File: src/bsmd_pkg.sv
// Constants, types and BCD helpers of the BCD subtract/multiply/divide unit.
// Assumes a 32-bit AXI4-Lite register bus and a 16-bit word memory port.
package bsmd_pkg;

	// ********************************
	// Register map and fields
	// ********************************
	localparam logic [7:0] OFS_CTRL    = 8'h00;
	localparam logic [7:0] OFS_OPERAND = 8'h04;
	localparam logic [7:0] OFS_ACC     = 8'h08;
	localparam logic [7:0] OFS_STACK0  = 8'h0C;
	localparam logic [7:0] OFS_STACK1  = 8'h10;
	localparam logic [7:0] OFS_FLAGS   = 8'h14;
	localparam logic [7:0] OFS_IRQ_ST  = 8'h18;
	localparam logic [7:0] OFS_IRQ_MSK = 8'h1C;
	localparam int CTRL_START   = 0;
	localparam int CTRL_OP_LSB  = 4;
	localparam int CTRL_MD_LSB  = 8;
	localparam int CTRL_BUSY    = 16;
	localparam int FL_ZERO      = 0;
	localparam int FL_B16       = 1;
	localparam int FL_B32       = 2;
	localparam int FL_NEG       = 3;
	localparam int FL_NBCD      = 4;
	localparam int FL_OVF       = 5;
	localparam int IRQ_DONE     = 0;
	localparam int IRQ_NBCD     = 1;
	localparam int IRQ_OVF      = 2;
	localparam int IRQ_REJECT   = 3;
	localparam logic [31:0] RST_WORD = 32'h0000_0000;
	localparam logic [1:0] RESP_OKAY   = 2'h0;
	localparam logic [1:0] RESP_SLVERR = 2'h2;

	// ********************************
	// Types
	// ********************************
	typedef enum logic [1:0] {
		OP_SUB32 = 2'h0, OP_MUL16 = 2'h1, OP_MUL32 = 2'h2, OP_DIV16 = 2'h3
	} bsmd_op_t;
	typedef enum logic [1:0] {
		MD_DIRECT = 2'h0, MD_POINTER = 2'h1, MD_IMMED = 2'h2, MD_BAD = 2'h3
	} bsmd_mode_t;
	typedef enum logic [2:0] {
		ST_IDLE = 3'h0, ST_PTR = 3'h1, ST_FLO = 3'h3, ST_FHI = 3'h2,
		ST_CHECK = 3'h6, ST_MUL = 3'h7, ST_DIV = 3'h5, ST_DONE = 3'h4
	} bsmd_state_t;
	typedef enum logic [3:0] {
		R_CTRL, R_OPERAND, R_ACC, R_STACK0, R_STACK1, R_FLAGS, R_IRQ_ST,
		R_IRQ_MSK, R_NONE
	} bsmd_reg_t;

	// ********************************
	// BCD helpers, sixteen digits wide; bcd_ok checks eight
	// ********************************
	function automatic logic [63:0] bcd_add(input logic [63:0] a,
		input logic [63:0] b);
		logic [4:0]  d;
		logic        c;
		logic [63:0] r;
		c = 1'b0;
		r = 64'h0;
		for (int i = 0; i < 16; i++) begin
			d = {1'b0, a[4*i+:4]} + {1'b0, b[4*i+:4]} + {4'h0, c};
			c = (d > 5'h09);
			r[4*i+:4] = c ? 4'(d[3:0] + 4'h6) : d[3:0];
		end
		return r;
	endfunction : bcd_add

	// Returns the borrow out above the ten's-complement difference.
	function automatic logic [64:0] bcd_sub(input logic [63:0] a,
		input logic [63:0] b);
		logic [4:0]  d;
		logic        w;
		logic [63:0] r;
		w = 1'b0;
		r = 64'h0;
		for (int i = 0; i < 16; i++) begin
			d = {1'b0, a[4*i+:4]} - {1'b0, b[4*i+:4]} - {4'h0, w};
			w = d[4];
			r[4*i+:4] = w ? 4'(d[3:0] + 4'hA) : d[3:0];
		end
		return {w, r};
	endfunction : bcd_sub

	function automatic logic bcd_ok(input logic [31:0] x);
		logic ok;
		ok = 1'b1;
		for (int i = 0; i < 8; i++) begin
			if (x[4*i+:4] > 4'h9) begin
				ok = 1'b0;
			end
		end
		return ok;
	endfunction : bcd_ok

endpackage : bsmd_pkg

File: src/bsmd_unit.sv
// BCD subtract, multiply and divide unit with AXI4-Lite registers.
// Assumes a word memory that answers a held mem_req with a one-cycle mem_ack.
//
// Implementation choices: the register offsets and the AXI4-Lite slave port.
`timescale 1ns/1ps
module bsmd_unit #(
	parameter int ADDR_W = 8
) (
	input  wire logic              aclk,
	input  wire logic              aresetn,
	input  wire logic [ADDR_W-1:0] awaddr,
	input  wire logic [2:0]        awprot,
	input  wire logic              awvalid,
	output logic                   awready,
	input  wire logic [31:0]       wdata,
	input  wire logic [3:0]        wstrb,
	input  wire logic              wvalid,
	output logic                   wready,
	output logic [1:0]             bresp,
	output logic                   bvalid,
	input  wire logic              bready,
	input  wire logic [ADDR_W-1:0] araddr,
	input  wire logic [2:0]        arprot,
	input  wire logic              arvalid,
	output logic                   arready,
	output logic [31:0]            rdata,
	output logic [1:0]             rresp,
	output logic                   rvalid,
	input  wire logic              rready,
	output logic                   mem_req,
	output logic [15:0]            mem_addr,
	input  wire logic              mem_ack,
	input  wire logic [15:0]       mem_rdata,
	output logic                   irq,
	output logic                   zero_result_flag,
	output logic                   borrow16_flag,
	output logic                   borrow32_flag,
	output logic                   negative_result_flag,
	output logic                   non_bcd_error_flag,
	output logic                   operand_overflow_flag,
	output bsmd_pkg::bsmd_state_t  state
);
	import bsmd_pkg::*;

	function automatic bsmd_reg_t reg_of(input logic [ADDR_W-1:0] a);
		bsmd_reg_t r;
		r = R_NONE;
		if (a[ADDR_W-1:5] == '0 && a[1:0] == 2'h0) begin
			unique case ({3'h0, a[4:0]})
				OFS_CTRL:    r = R_CTRL;
				OFS_OPERAND: r = R_OPERAND;
				OFS_ACC:     r = R_ACC;
				OFS_STACK0:  r = R_STACK0;
				OFS_STACK1:  r = R_STACK1;
				OFS_FLAGS:   r = R_FLAGS;
				OFS_IRQ_ST:  r = R_IRQ_ST;
				OFS_IRQ_MSK: r = R_IRQ_MSK;
				default:     r = R_NONE;
			endcase
		end
		return r;
	endfunction : reg_of

	function automatic logic [31:0] merge(input logic [31:0] old,
		input logic [31:0] d, input logic [3:0] s);
		logic [31:0] r;
		r = old;
		for (int i = 0; i < 4; i++) begin
			if (s[i]) begin
				r[8*i+:8] = d[8*i+:8];
			end
		end
		return r;
	endfunction : merge

	// ********************************
	// Bus slave
	// ********************************
	logic              aw_held, w_held;
	logic [ADDR_W-1:0] aw_a;
	logic [31:0]       w_d;
	logic [3:0]        w_s;
	logic              next_aw_held, next_w_held, next_bvalid, next_rvalid;
	logic [ADDR_W-1:0] next_aw_a;
	logic [31:0]       next_w_d, next_rdata;
	logic [3:0]        next_w_s;
	logic [1:0]        next_bresp, next_rresp;
	logic              wr_do;
	bsmd_reg_t         wr_reg, rd_reg;
	bsmd_op_t          op;
	bsmd_mode_t        mode;
	logic [31:0]       opnd, acc, stk0, stk1, val;
	logic [63:0]       work;
	logic [5:0]        flags;
	logic [3:0]        irq_st, irq_msk;

	assign awready = !aw_held;
	assign wready  = !w_held;
	assign arready = !rvalid;
	assign wr_do   = aw_held && w_held && !bvalid;
	assign wr_reg  = reg_of(aw_a);
	assign rd_reg  = reg_of(araddr);

	always_comb begin
		next_aw_held = aw_held;
		next_w_held  = w_held;
		next_aw_a    = aw_a;
		next_w_d     = w_d;
		next_w_s     = w_s;
		next_bvalid  = bvalid && !bready;
		next_bresp   = bresp;
		next_rvalid  = rvalid && !rready;
		next_rdata   = rdata;
		next_rresp   = rresp;
		if (awvalid && awready) begin
			next_aw_held = 1'b1;
			next_aw_a    = awaddr;
		end
		if (wvalid && wready) begin
			next_w_held = 1'b1;
			next_w_d    = wdata;
			next_w_s    = wstrb;
		end
		if (wr_do) begin
			next_aw_held = 1'b0;
			next_w_held  = 1'b0;
			next_bvalid  = 1'b1;
			next_bresp   = (wr_reg == R_NONE) ? RESP_SLVERR : RESP_OKAY;
		end
		if (arvalid && arready) begin
			next_rvalid = 1'b1;
			next_rresp  = (rd_reg == R_NONE) ? RESP_SLVERR : RESP_OKAY;
			unique case (rd_reg)
				R_CTRL: begin
					next_rdata = RST_WORD;
					next_rdata[CTRL_OP_LSB+:2] = op;
					next_rdata[CTRL_MD_LSB+:2] = mode;
					next_rdata[CTRL_BUSY] = (state != ST_IDLE);
				end
				R_OPERAND: next_rdata = opnd;
				R_ACC:     next_rdata = acc;
				R_STACK0:  next_rdata = stk0;
				R_STACK1:  next_rdata = stk1;
				R_FLAGS:   next_rdata = {26'h0, flags};
				R_IRQ_ST:  next_rdata = {28'h0, irq_st};
				R_IRQ_MSK: next_rdata = {28'h0, irq_msk};
				R_NONE:    next_rdata = RST_WORD;
			endcase
		end
	end

	always_ff @(posedge aclk) begin
		if (!aresetn) begin
			aw_held <= 1'b0;
			w_held  <= 1'b0;
			aw_a    <= '0;
			w_d     <= RST_WORD;
			w_s     <= 4'h0;
			bvalid  <= 1'b0;
			bresp   <= RESP_OKAY;
			rvalid  <= 1'b0;
			rdata   <= RST_WORD;
			rresp   <= RESP_OKAY;
		end else begin
			aw_held <= next_aw_held;
			w_held  <= next_w_held;
			aw_a    <= next_aw_a;
			w_d     <= next_w_d;
			w_s     <= next_w_s;
			bvalid  <= next_bvalid;
			bresp   <= next_bresp;
			rvalid  <= next_rvalid;
			rdata   <= next_rdata;
			rresp   <= next_rresp;
		end
	end

	// ********************************
	// Operand fetch and arithmetic engine
	// ********************************
	bsmd_state_t next_state;
	bsmd_op_t    next_op;
	bsmd_mode_t  next_mode;
	logic [31:0] next_opnd, next_acc, next_stk0, next_stk1, next_val;
	logic [63:0] next_work, mcand;
	logic [5:0]  next_flags;
	logic [3:0]  next_irq_st, next_irq_msk, rep, next_rep;
	logic [2:0]  idx, next_idx;
	logic        phase, bad, ovf, bw16, bw32, bad_now;
	logic        next_phase, next_bad, next_ovf, next_bw16, next_bw32;
	logic        next_mem_req, start, lo_lt, full_lt;
	logic [15:0] next_mem_addr;
	logic [64:0] s32, s16, sdiv;
	logic [31:0] res;
	bsmd_op_t    req_op;
	bsmd_mode_t  req_md;

	assign start = wr_do && wr_reg == R_CTRL && w_s[0] && w_d[CTRL_START];
	assign req_op = bsmd_op_t'(w_d[CTRL_OP_LSB+:2]);
	assign req_md = bsmd_mode_t'(w_d[CTRL_MD_LSB+:2]);
	assign mcand = (op == OP_MUL16) ? {48'h0, acc[15:0]} : {32'h0, acc};
	assign s32   = bcd_sub({32'h0, acc}, {32'h0, val});
	assign s16   = bcd_sub({48'h0, acc[15:0]}, {48'h0, val[15:0]});
	assign sdiv  = bcd_sub({40'h0, work[23:0]}, {48'h0, val[15:0]});
	assign lo_lt   = acc[15:0] < val[15:0];
	assign full_lt = acc < val;
	assign res   = (op == OP_DIV16) ? work[63:32] : work[31:0];
	assign irq   = |(irq_st & irq_msk);
	assign {operand_overflow_flag, non_bcd_error_flag, negative_result_flag,
		borrow32_flag, borrow16_flag, zero_result_flag} = flags;

	always_comb begin
		bad_now = 1'b0;
		unique case (op)
			OP_MUL16: bad_now = !bcd_ok({16'h0, acc[15:0]}) ||
				!bcd_ok({16'h0, val[15:0]});
			OP_DIV16: bad_now = !bcd_ok(acc) || !bcd_ok({16'h0, val[15:0]});
			default:  bad_now = !bcd_ok(acc) || !bcd_ok(val);
		endcase
	end

	always_comb begin
		next_state = state;
		next_op = op;
		next_mode = mode;
		next_opnd = opnd;
		next_acc = acc;
		next_stk0 = stk0;
		next_stk1 = stk1;
		next_val = val;
		next_work = work;
		next_flags = flags;
		next_irq_msk = irq_msk;
		next_irq_st = irq_st;
		next_rep = rep;
		next_idx = idx;
		next_phase = phase;
		next_bad = bad;
		next_ovf = ovf;
		next_bw16 = bw16;
		next_bw32 = bw32;
		next_mem_req = mem_req;
		next_mem_addr = mem_addr;
		if (wr_do && wr_reg == R_IRQ_ST) begin
			next_irq_st = irq_st & ~w_d[3:0];
		end
		if (wr_do && wr_reg == R_IRQ_MSK && w_s[0]) begin
			next_irq_msk = w_d[3:0];
		end
		if (wr_do && state == ST_IDLE) begin
			unique case (wr_reg)
				R_OPERAND: next_opnd = merge(opnd, w_d, w_s);
				R_ACC:     next_acc = merge(acc, w_d, w_s);
				R_STACK0:  next_stk0 = merge(stk0, w_d, w_s);
				R_STACK1:  next_stk1 = merge(stk1, w_d, w_s);
				default:   next_acc = acc;
			endcase
		end
		unique case (state)
			ST_IDLE: begin
				if (start && (req_md == MD_BAD || (req_md == MD_IMMED &&
					req_op == OP_MUL32))) begin
					// A refused start touches nothing but its status bit.
					next_irq_st[IRQ_REJECT] = 1'b1;
				end else if (start) begin
					next_op = req_op;
					next_mode = req_md;
					next_bad = 1'b0;
					next_ovf = 1'b0;
					next_val = opnd;
					next_mem_addr = opnd[15:0];
					if (req_md == MD_IMMED) begin
						next_state = ST_CHECK;
					end else begin
						next_mem_req = 1'b1;
						next_state = (req_md == MD_POINTER) ? ST_PTR : ST_FLO;
					end
				end
			end
			ST_PTR: begin
				if (mem_ack) begin
					next_mem_addr = mem_rdata;
					next_state = ST_FLO;
				end
			end
			ST_FLO: begin
				if (mem_ack) begin
					next_val = {16'h0, mem_rdata};
					if (op == OP_SUB32 || op == OP_MUL32) begin
						next_mem_addr = 16'(mem_addr + 16'h0001);
						next_state = ST_FHI;
					end else begin
						next_mem_req = 1'b0;
						next_state = ST_CHECK;
					end
				end
			end
			ST_FHI: begin
				if (mem_ack) begin
					next_val[31:16] = mem_rdata;
					next_mem_req = 1'b0;
					next_state = ST_CHECK;
				end
			end
			ST_CHECK: begin
				next_work = 64'h0;
				next_phase = 1'b0;
				next_idx = (op == OP_MUL16) ? 3'h3 : 3'h7;
				next_state = ST_DONE;
				if (bad_now) begin
					next_bad = 1'b1;
				end else if (op == OP_DIV16 && val[15:0] == 16'h0) begin
					next_ovf = 1'b1;
				end else if (op == OP_SUB32) begin
					next_work[31:0] = s32[31:0];
					next_bw32 = s32[64];
					next_bw16 = s16[64];
				end else begin
					next_state = (op == OP_DIV16) ? ST_DIV : ST_MUL;
				end
			end
			ST_MUL: begin
				// Shift-and-add, one multiplier digit from the top at a time.
				if (!phase) begin
					next_work = {work[59:0], 4'h0};
					next_rep = val[4*idx+:4];
					next_phase = 1'b1;
				end else if (rep != 4'h0) begin
					next_work = bcd_add(work, mcand);
					next_rep = 4'(rep - 4'h1);
				end else if (idx == 3'h0) begin
					next_state = ST_DONE;
				end else begin
					next_idx = 3'(idx - 3'h1);
					next_phase = 1'b0;
				end
			end
			ST_DIV: begin
				// Remainder in the low digits, quotient built in the top word.
				if (!phase) begin
					next_work[23:0] = {work[19:0], acc[4*idx+:4]};
					next_rep = 4'h0;
					next_phase = 1'b1;
				end else if (work[23:0] >= {8'h00, val[15:0]}) begin
					next_work[23:0] = sdiv[23:0];
					next_rep = 4'(rep + 4'h1);
				end else begin
					next_work[63:32] = {work[59:32], rep};
					next_phase = 1'b0;
					next_idx = 3'(idx - 3'h1);
					next_state = (idx == 3'h0) ? ST_DONE : ST_DIV;
				end
			end
			ST_DONE: begin
				if (!bad && !ovf) begin
					next_acc = res;
					if (op == OP_MUL32) begin
						next_stk1 = stk0;
						next_stk0 = work[63:32];
					end
					if (op == OP_DIV16) begin
						next_stk0 = {8'h00, work[23:0]};
					end
				end
				next_flags[FL_ZERO] = ((bad || ovf) ? acc : res) == RST_WORD;
				next_flags[FL_NBCD] = bad;
				next_flags[FL_NEG] = op == OP_SUB32 && !bad && bw32;
				if (op == OP_SUB32) begin
					next_flags[FL_B16] = !bad && bw16;
					next_flags[FL_B32] = !bad && bw32;
				end
				if (op == OP_DIV16) begin
					next_flags[FL_OVF] = ovf;
				end
				next_irq_st[IRQ_DONE] = 1'b1;
				next_irq_st[IRQ_NBCD] = irq_st[IRQ_NBCD] | bad;
				next_irq_st[IRQ_OVF] = irq_st[IRQ_OVF] | ovf;
				next_state = ST_IDLE;
			end
		endcase
	end

	always_ff @(posedge aclk) begin
		if (!aresetn) begin
			state <= ST_IDLE;
			op <= OP_SUB32;
			mode <= MD_DIRECT;
			{opnd, acc, stk0, stk1, val} <= {5{RST_WORD}};
			work <= 64'h0;
			flags <= 6'h00;
			irq_st <= 4'h0;
			irq_msk <= 4'h0;
			rep <= 4'h0;
			idx <= 3'h0;
			{phase, bad, ovf, bw16, bw32, mem_req} <= 6'h00;
			mem_addr <= 16'h0000;
		end else begin
			state <= next_state;
			op <= next_op;
			mode <= next_mode;
			{opnd, acc, stk0, stk1, val} <=
				{next_opnd, next_acc, next_stk0, next_stk1, next_val};
			work <= next_work;
			flags <= next_flags;
			irq_st <= next_irq_st;
			irq_msk <= next_irq_msk;
			rep <= next_rep;
			idx <= next_idx;
			{phase, bad, ovf, bw16, bw32, mem_req} <=
				{next_phase, next_bad, next_ovf, next_bw16, next_bw32, next_mem_req};
			mem_addr <= next_mem_addr;
		end
	end

	logic dn, ok;
	assign dn = state == ST_DONE;
	assign ok = !bad && !ovf;
endmodule : bsmd_unit

File: config.mk
export PLATFORM = sky130hd
export DESIGN_NAME = bsmd_unit
export DESIGN_NICKNAME = d
export VERILOG_FILES = /design/src/bsmd_pkg.sv /design/src/bsmd_unit.sv
export SDC_FILE = /design/constraint.sdc
export NUM_CORES = 1
export LEC_CHECK = 0
export ABC_AREA = 1
export ABC_CLOCK_PERIOD_IN_PS = 27400
export BUFFER_PORTS_ARGS = -buffer_cell sky130_fd_sc_hd__buf_2
export CORE_MARGIN = 2
export CORE_UTILIZATION = 63
export DETAILED_ROUTE_END_ITERATION = 6
export HOLD_SLACK_MARGIN = 0.02
export PLACE_DENSITY = 0.82
export SYNTH_ARGS = -nofsm -noshare
export SYNTH_HDL_FRONTEND = slang
export SYNTH_SLANG_ARGS = --single-unit
File: constraint.sdc
create_clock -name aclk -period 27.4 [get_ports aclk]
set_input_delay 5.48 -clock aclk [delete_from_list [all_inputs] [get_ports aclk]]
set_output_delay 5.48 -clock aclk [all_outputs]
set_load 0.03 [all_outputs]
## Word level (Yosys, flattened, before mapping)

Memory sizes are Yosys's and may differ from the RTL's. A register that Yosys moved wholly into a read port is not among the register bits.
Cells that the tools add are included.
W data, S select, Z words.

- Bits in registers: 358
- Bits in read-only memories: 256
- Input port bits: 82
- Output and inout port bits: 68
- Word-level logic and storage cells: 501
- Memories kept: 2

- Add/subtract/negate cells: 109
- $lt $le $gt $ge: 33
- Equality and inequality tests: 48
- Shifts and indexed selects: 2
- Multiplexer cells: 170
- Bitwise logic cells: 9
- Reduce and logical (&&, ||, !) cells: 88

Memory list:

| name | depth | bits a word | rd ports | clocked after Yosys merged registers in | wr ports | line | source |
|---|---|---|---|---|---|---|---|
| (name not given) | 32 | 4 | 1 | 0 | 0 | bsmd_unit.sv:49 | `unique case ({3'h0, a[4:0]})` |
| (name not given) | 32 | 4 | 1 | 1 | 0 | bsmd_unit.sv:49 |  |

Operator list:

| operator | number |
|---|---|
| $mux W32 | 26 |
| $pmux W32 S9 | 1 |
| $mux W4 | 37 |
| $mux W64 | 2 |
| $mux W8 | 12 |
| $pmux W16 S3 | 2 |
| $pmux W32 S3 | 1 |
| $gt A5 B4 Y1 const B | 16 |
| $mux W16 | 5 |
| $add A5 B1 Y5 | 15 |
| $pmux W24 S3 | 1 |
| $add A4 B3 Y4 const B | 16 |
| $gt A4 B4 Y1 const B | 16 |
| $shiftx A32 B6 Y4 | 2 |
| $sub A4 B4 Y5 | 12 |
| $mux W3 | 19 |
| $add A4 B4 Y4 const B | 14 |
| $sub A5 B1 Y5 | 10 |
| $mux W24 | 2 |
| $mux W1 | 43 |
| $add A4 B1 Y5 const B | 8 |
| $add A4 B4 Y5 | 8 |
| $sub A1 B1 Y2 const A | 20 |
| $ne A2 B2 Y1 const B | 17 |
| other kinds (49) | 154 |

## Longest topological paths before layout

- Depth after elaboration: 38
- Gate-level depth with buffers: 138
- Mapped depth without buffers: 138

## Worst setup path before layout

OpenSTA, ideal clock, no wires.

- Path type: reg2reg
- Start: reg acc[1]
- End: reg work[62]
- Arrival: 19.794 ns
- Path slack: 7.474 ns
- Cell stages (with the launch flop): 135
- Path buffers: 0
- Clock period less this slack: 19.926 ns
- Cells stage by stage: dfxtp_1 > inv_1 > fa_1 > xor2_1 > nand2_1 > nand3_1 > nand2_1 > inv_1 > fa_1 > inv_1 > fa_1 > inv_1 > nand2_1 > nand3_1 > nand2_1 > inv_1 > fa_1 > inv_1 > [... 99 more ...] > xnor2_1 > ha_1 > inv_1 > nor2_1 > nand3b_1 > nand2_1 > ha_1 > ha_1 > xnor2_1 > ha_1 > nand2_1 > nand3_1 > nand2_1 > o21ai_0 > o21ai_0 > nand2_1 > nand2_1 > a21oi_1

- Word-level cells in the longest chain between the ends: 37
- Elaborated cells between the ends (all ways): 38
- Classes of those cells: 17 x add/sub; 16 x order compare; 5 x mux

RTL lines:

| what | line | source |
|---|---|---|
| start, declared | bsmd_unit.sv:92 | `logic [31:0] opnd, acc, stk0, stk1, val;` |
| start signal, assigned | bsmd_unit.sv:388 | `{opnd, acc, stk0, stk1, val} <= {5{RST_WORD}};` |
| start signal, assigned | bsmd_unit.sv:401 | `{opnd, acc, stk0, stk1, val} <=` |
| $mux W32 * | bsmd_unit.sv:201 | `assign mcand = (op == OP_MUL16) ? {48'h0, acc[15:0]} : {32'h0, acc};` |
| $add A4 B4 Y5 * | bsmd_pkg.sv:63 | `d = {1'b0, a[4*i+:4]} + {1'b0, b[4*i+:4]} + {4'h0, c};` |
| $gt A5 B4 Y1 * | bsmd_pkg.sv:64 | `c = (d > 5'h09);` |
| $add A5 B1 Y5 * | bsmd_pkg.sv:63 |  |
| $gt A5 B4 Y1 * | bsmd_pkg.sv:64 |  |
| $add A5 B1 Y5 * | bsmd_pkg.sv:63 |  |
| $gt A5 B4 Y1 * | bsmd_pkg.sv:64 |  |
| $add A5 B1 Y5 * | bsmd_pkg.sv:63 |  |
| [... 21 more ...] | - |  |
| $add A5 B1 Y5 * | bsmd_pkg.sv:63 |  |
| $gt A5 B4 Y1 * | bsmd_pkg.sv:64 |  |
| $add A5 B1 Y5 * | bsmd_pkg.sv:63 |  |
| $add A4 B3 Y4 or $gt A5 B4 Y1 (tied branches) | bsmd_pkg.sv:65, bsmd_pkg.sv:64 |  |
| $mux W4 * | bsmd_pkg.sv:65 | `r[4*i+:4] = c ? 4'(d[3:0] + 4'h6) : d[3:0];` |
| $mux W64 * | bsmd_unit.sv:328 | `end else if (rep != 4'h0) begin` |
| $mux W64 * | bsmd_unit.sv:324 | `if (!phase) begin` |
| $pmux W32 S3 * | bsmd_unit.sv:259 | `unique case (state)` |
| end signal, assigned | bsmd_unit.sv:403 | `work <= next_work;` |
| end, declared | bsmd_unit.sv:93 | `logic [63:0] work;` |

Mark *: on every way between the ends. The rest lies on a longest branch, timed or not. The select of a mux whose other input is x is not followed.
A chain may end at the register's enable or synchronous reset.

## Final worst setup path

- Start: reg acc[1]
- End: reg work[61]

Same word-level chain as after synthesis.

==> results.yml <==
hold_path:
  hp-class: "reg -> reg"
clock_tree:
  cts_made_buffers: 42
  post_cts_buffers: 0
  clkTransAtPathRegs_ns: 0.06
  cts_max_level: 2
  cts.sink_count: 360
  worst_skew_pair.late_latency_ns: 0.62
  hold_buffers: 0
  cts_buffer_depth: 3
  cts_tree: "done"
  post_cts_resized: 0
  root_buffer: "clkbuf_16"
synth:
  synth-simple-area-share_pct: 30.1
  synth_edf_count: 0
  postSynthAreaPerCell_sq_um: 6.32
  synthTopCellsByArea: "dfxtp_1, nand2_1, ha_1, o21ai_0, inv_1"
  yosysTopAreaCell: "dfxtp_1"
  synth-xor-area-share_pct: 2.06
  ys_seq_area_share_pct: 27.4
  synth_top_family_by_area: "simple AND/OR/NAND/NOR gates"
  netlist-cell-type-count: 50
  synth_top_area_share_pct: 27.4
  synth_compound_area_share_pct: 19.3
  synthTopCellsByCount: "nand2_1, inv_1, o21ai_0"
  synth-seq-cells: 360
  synth_warnings: 0
  synth_ff_type: "dfxtp_1"
  yosysMostFrequentCell: "nand2_1"
  synth-adder-area-share_pct: 10.7
  syn_inst: 4164
  syn-cell-area_sq_um: 26300
  synth_mux_area_share_pct: 0
  async_flop_share_pct: 0
setup_path:
  r2r_cells: 135
  slowest_stage: "dfxtp_1"
  worst_ep_arrival_time_ns: 23.71
  worstPathMaxFanout: 8
  startpoint_type: "flop"
  endpoint_kind: "flop"
  r2r-start: "acc[1]"
  crit_type: "reg -> reg"
  critPathRequiredTime_ns: 27.85
  crit_buf_inv: 27
  worstSetupEndpoint: "work[61]"
  critical_path_cell_count: 135
  max_stage_delay_ns: 0.61
  worstReg2RegEnd: "work[61]"
  cp_top_family: "adder cells"
  cp-startpoint: "acc[1]"
  cpMostUsedCell: "nand2_1"
  rrSetupSlack_ns: 4.14
timing:
  rsz0062_at_grt: "no"
  max_freq_mhz: 43.0
  finalClockSkew_ns: 0.0317
  fin_tns_setup_ns: 0
  post-route-period-util_pct: 84.9
  post-route-min-period_ns: 23.26
  relSlewSlack_pct: 25.6
  hold_viol: 0
  slew_viol_final: 0
  finalSetupViolCount: 0
  worst_pin_slew_ns: 1.11
grt:
  overflow: 0
  track_usage_pct: 46.1
  grt_antenna_before_repair: 7
  grt_pass1_vias: 26700
  grt_max_degree: 86
  grt_pass1_wl_um: 154000
power:
  power.density_nw_per_um2: 106
  peakVddDrop_uv: 72.9
  p_leak_nw: 12.9
layout:
  drive_gt1_share_pct: 7.17
  fin_area_sq_um: 28600
  antenna_cells: 0
  num-nets-final: 4479
  synthToLayoutAreaGrowth_pct: 8.76
floorplanning:
  dieArea_sq_um: 43400
  initial_core_util_pct: 64.1
  coreArea_sq_um: 41000
  ios: 150
  die_w_um: 208
  rows: 74
  die-height_um: 208
drt:
  wire_per_inst_um: 21.6
  route.detailed.drc: 1
  num_vias: 29800
  viasPerCell: 6.26
  ant_nets: 0
  drt-initial-drc-count: 4203
  firstDrtPassIters: 7
  drt_wl_total_um: 103000
placed_design:
  placed_cell_area_sq_um: 27200
  dp_hpwl_um: 75200
  io_buffers: 141
  gp_congestion: 1.09
status:
  outcome: "finished, violations left"
  violations: "DRC"
job:
  maxCapViolCount: 0
worst register-to-register path, delay by kind of cell (launching register included):
kind,cells,cell delay [ns]
DFF,1,0.61
xor gates and xnor gates,12,2.95
and+or+nand+nor,49,5.52
adders and majority gates,38,10.43
buffers and inverters,27,2.15
AOI/OAI and AO/OA,9,1.43
area by class of cell:
class | count | area, sq um
Tap cell | 532 | 666
Timing Repair Buffer | 171 | 937
Fill cell | 3756 | 12400
Inverter | 530 | 2000
Multi-Input combinational cell | 3090 | 16400
Clock buffer | 59 | 1220
Sequential cell | 360 | 7210
Clock inverter | 16 | 208
worst min path at each step:
stage | start | to | slack [ns] | depth (start not counted)
6_report | w_d[30] | w_d[30] | 0.45 | 2
5_1_grt | w_d[31] | w_d[31] | 0.47 | 2
4_1_cts | aw_a[5] | aw_a[5] | 0.46 | 2
3_5_place_dp | aw_a[5] | aw_a[5] | 0.45 | 2
3_3_place_gp | w_d[30] | w_d[30] | 0.44 | 2
2_1_floorplan | mode[0] | mode[0] | 0.42 | 2
per-layer routing:
layer	track usage, %	share of wire, %
met3	10.8	13
met5	0	0.023
met4	33.7	8.5
met1	57.7	37
met2	69.3	42
power by group:
| group | switching, mW | internal, mW |
|---|---|---|
| combinational | 1.15 | 0.623 |
| clock | 0.251 | 0.343 |
| sequential | 0.0938 | 0.581 |
metrics by stage:
step	std cells	worst slack (ns)	total power [mW]	hold slack (ns)	utilization (%)
after CTS	4758	4.53	2.98	0.455	69.8
after global placement	4683	5.17	2.35	0.441	66.3
after floorplan	4165	7.47	1.94	0.420	-
after detailed placement	4683	4.63	2.39	0.447	66.3
final	4758	4.14	3.04	0.451	69.8
after global routing	4758	1.84	3.27	0.470	69.8
cells in the final DEF (no fill, tap or decap), types with 34 or more instances in the layout:
cell       count
dfxtp_1      359
ha_1         164
a21oi_1      377
nor3_1        34
o21ai_0      400
buf_2        140
nand2_1     1079
fa_1          37
inv_1        510
a31oi_1       51
nor2_1       338
nand3_1      298
nand4_1       58
clkbuf_16     42
sequential cells by signal, indices dropped and copies added (netlist names), 32 cells and up, named ones only:
name and flops:
work 64, stk0 32, val 32, rdata 32, acc 32, opnd 32
stk1 32, w_d 32
cell families (layout without fill, tap and decap cells):
kind of cell,count (synthesis),in the layout
compound gates,944,944
flops,360,360
simple gates,1880,1880
fa+ha+maj,202,202
buf+inv,715,776
other cells,1,2
xor+xnor,62,62
Note: power is estimated with default switching activity, not from simulation.
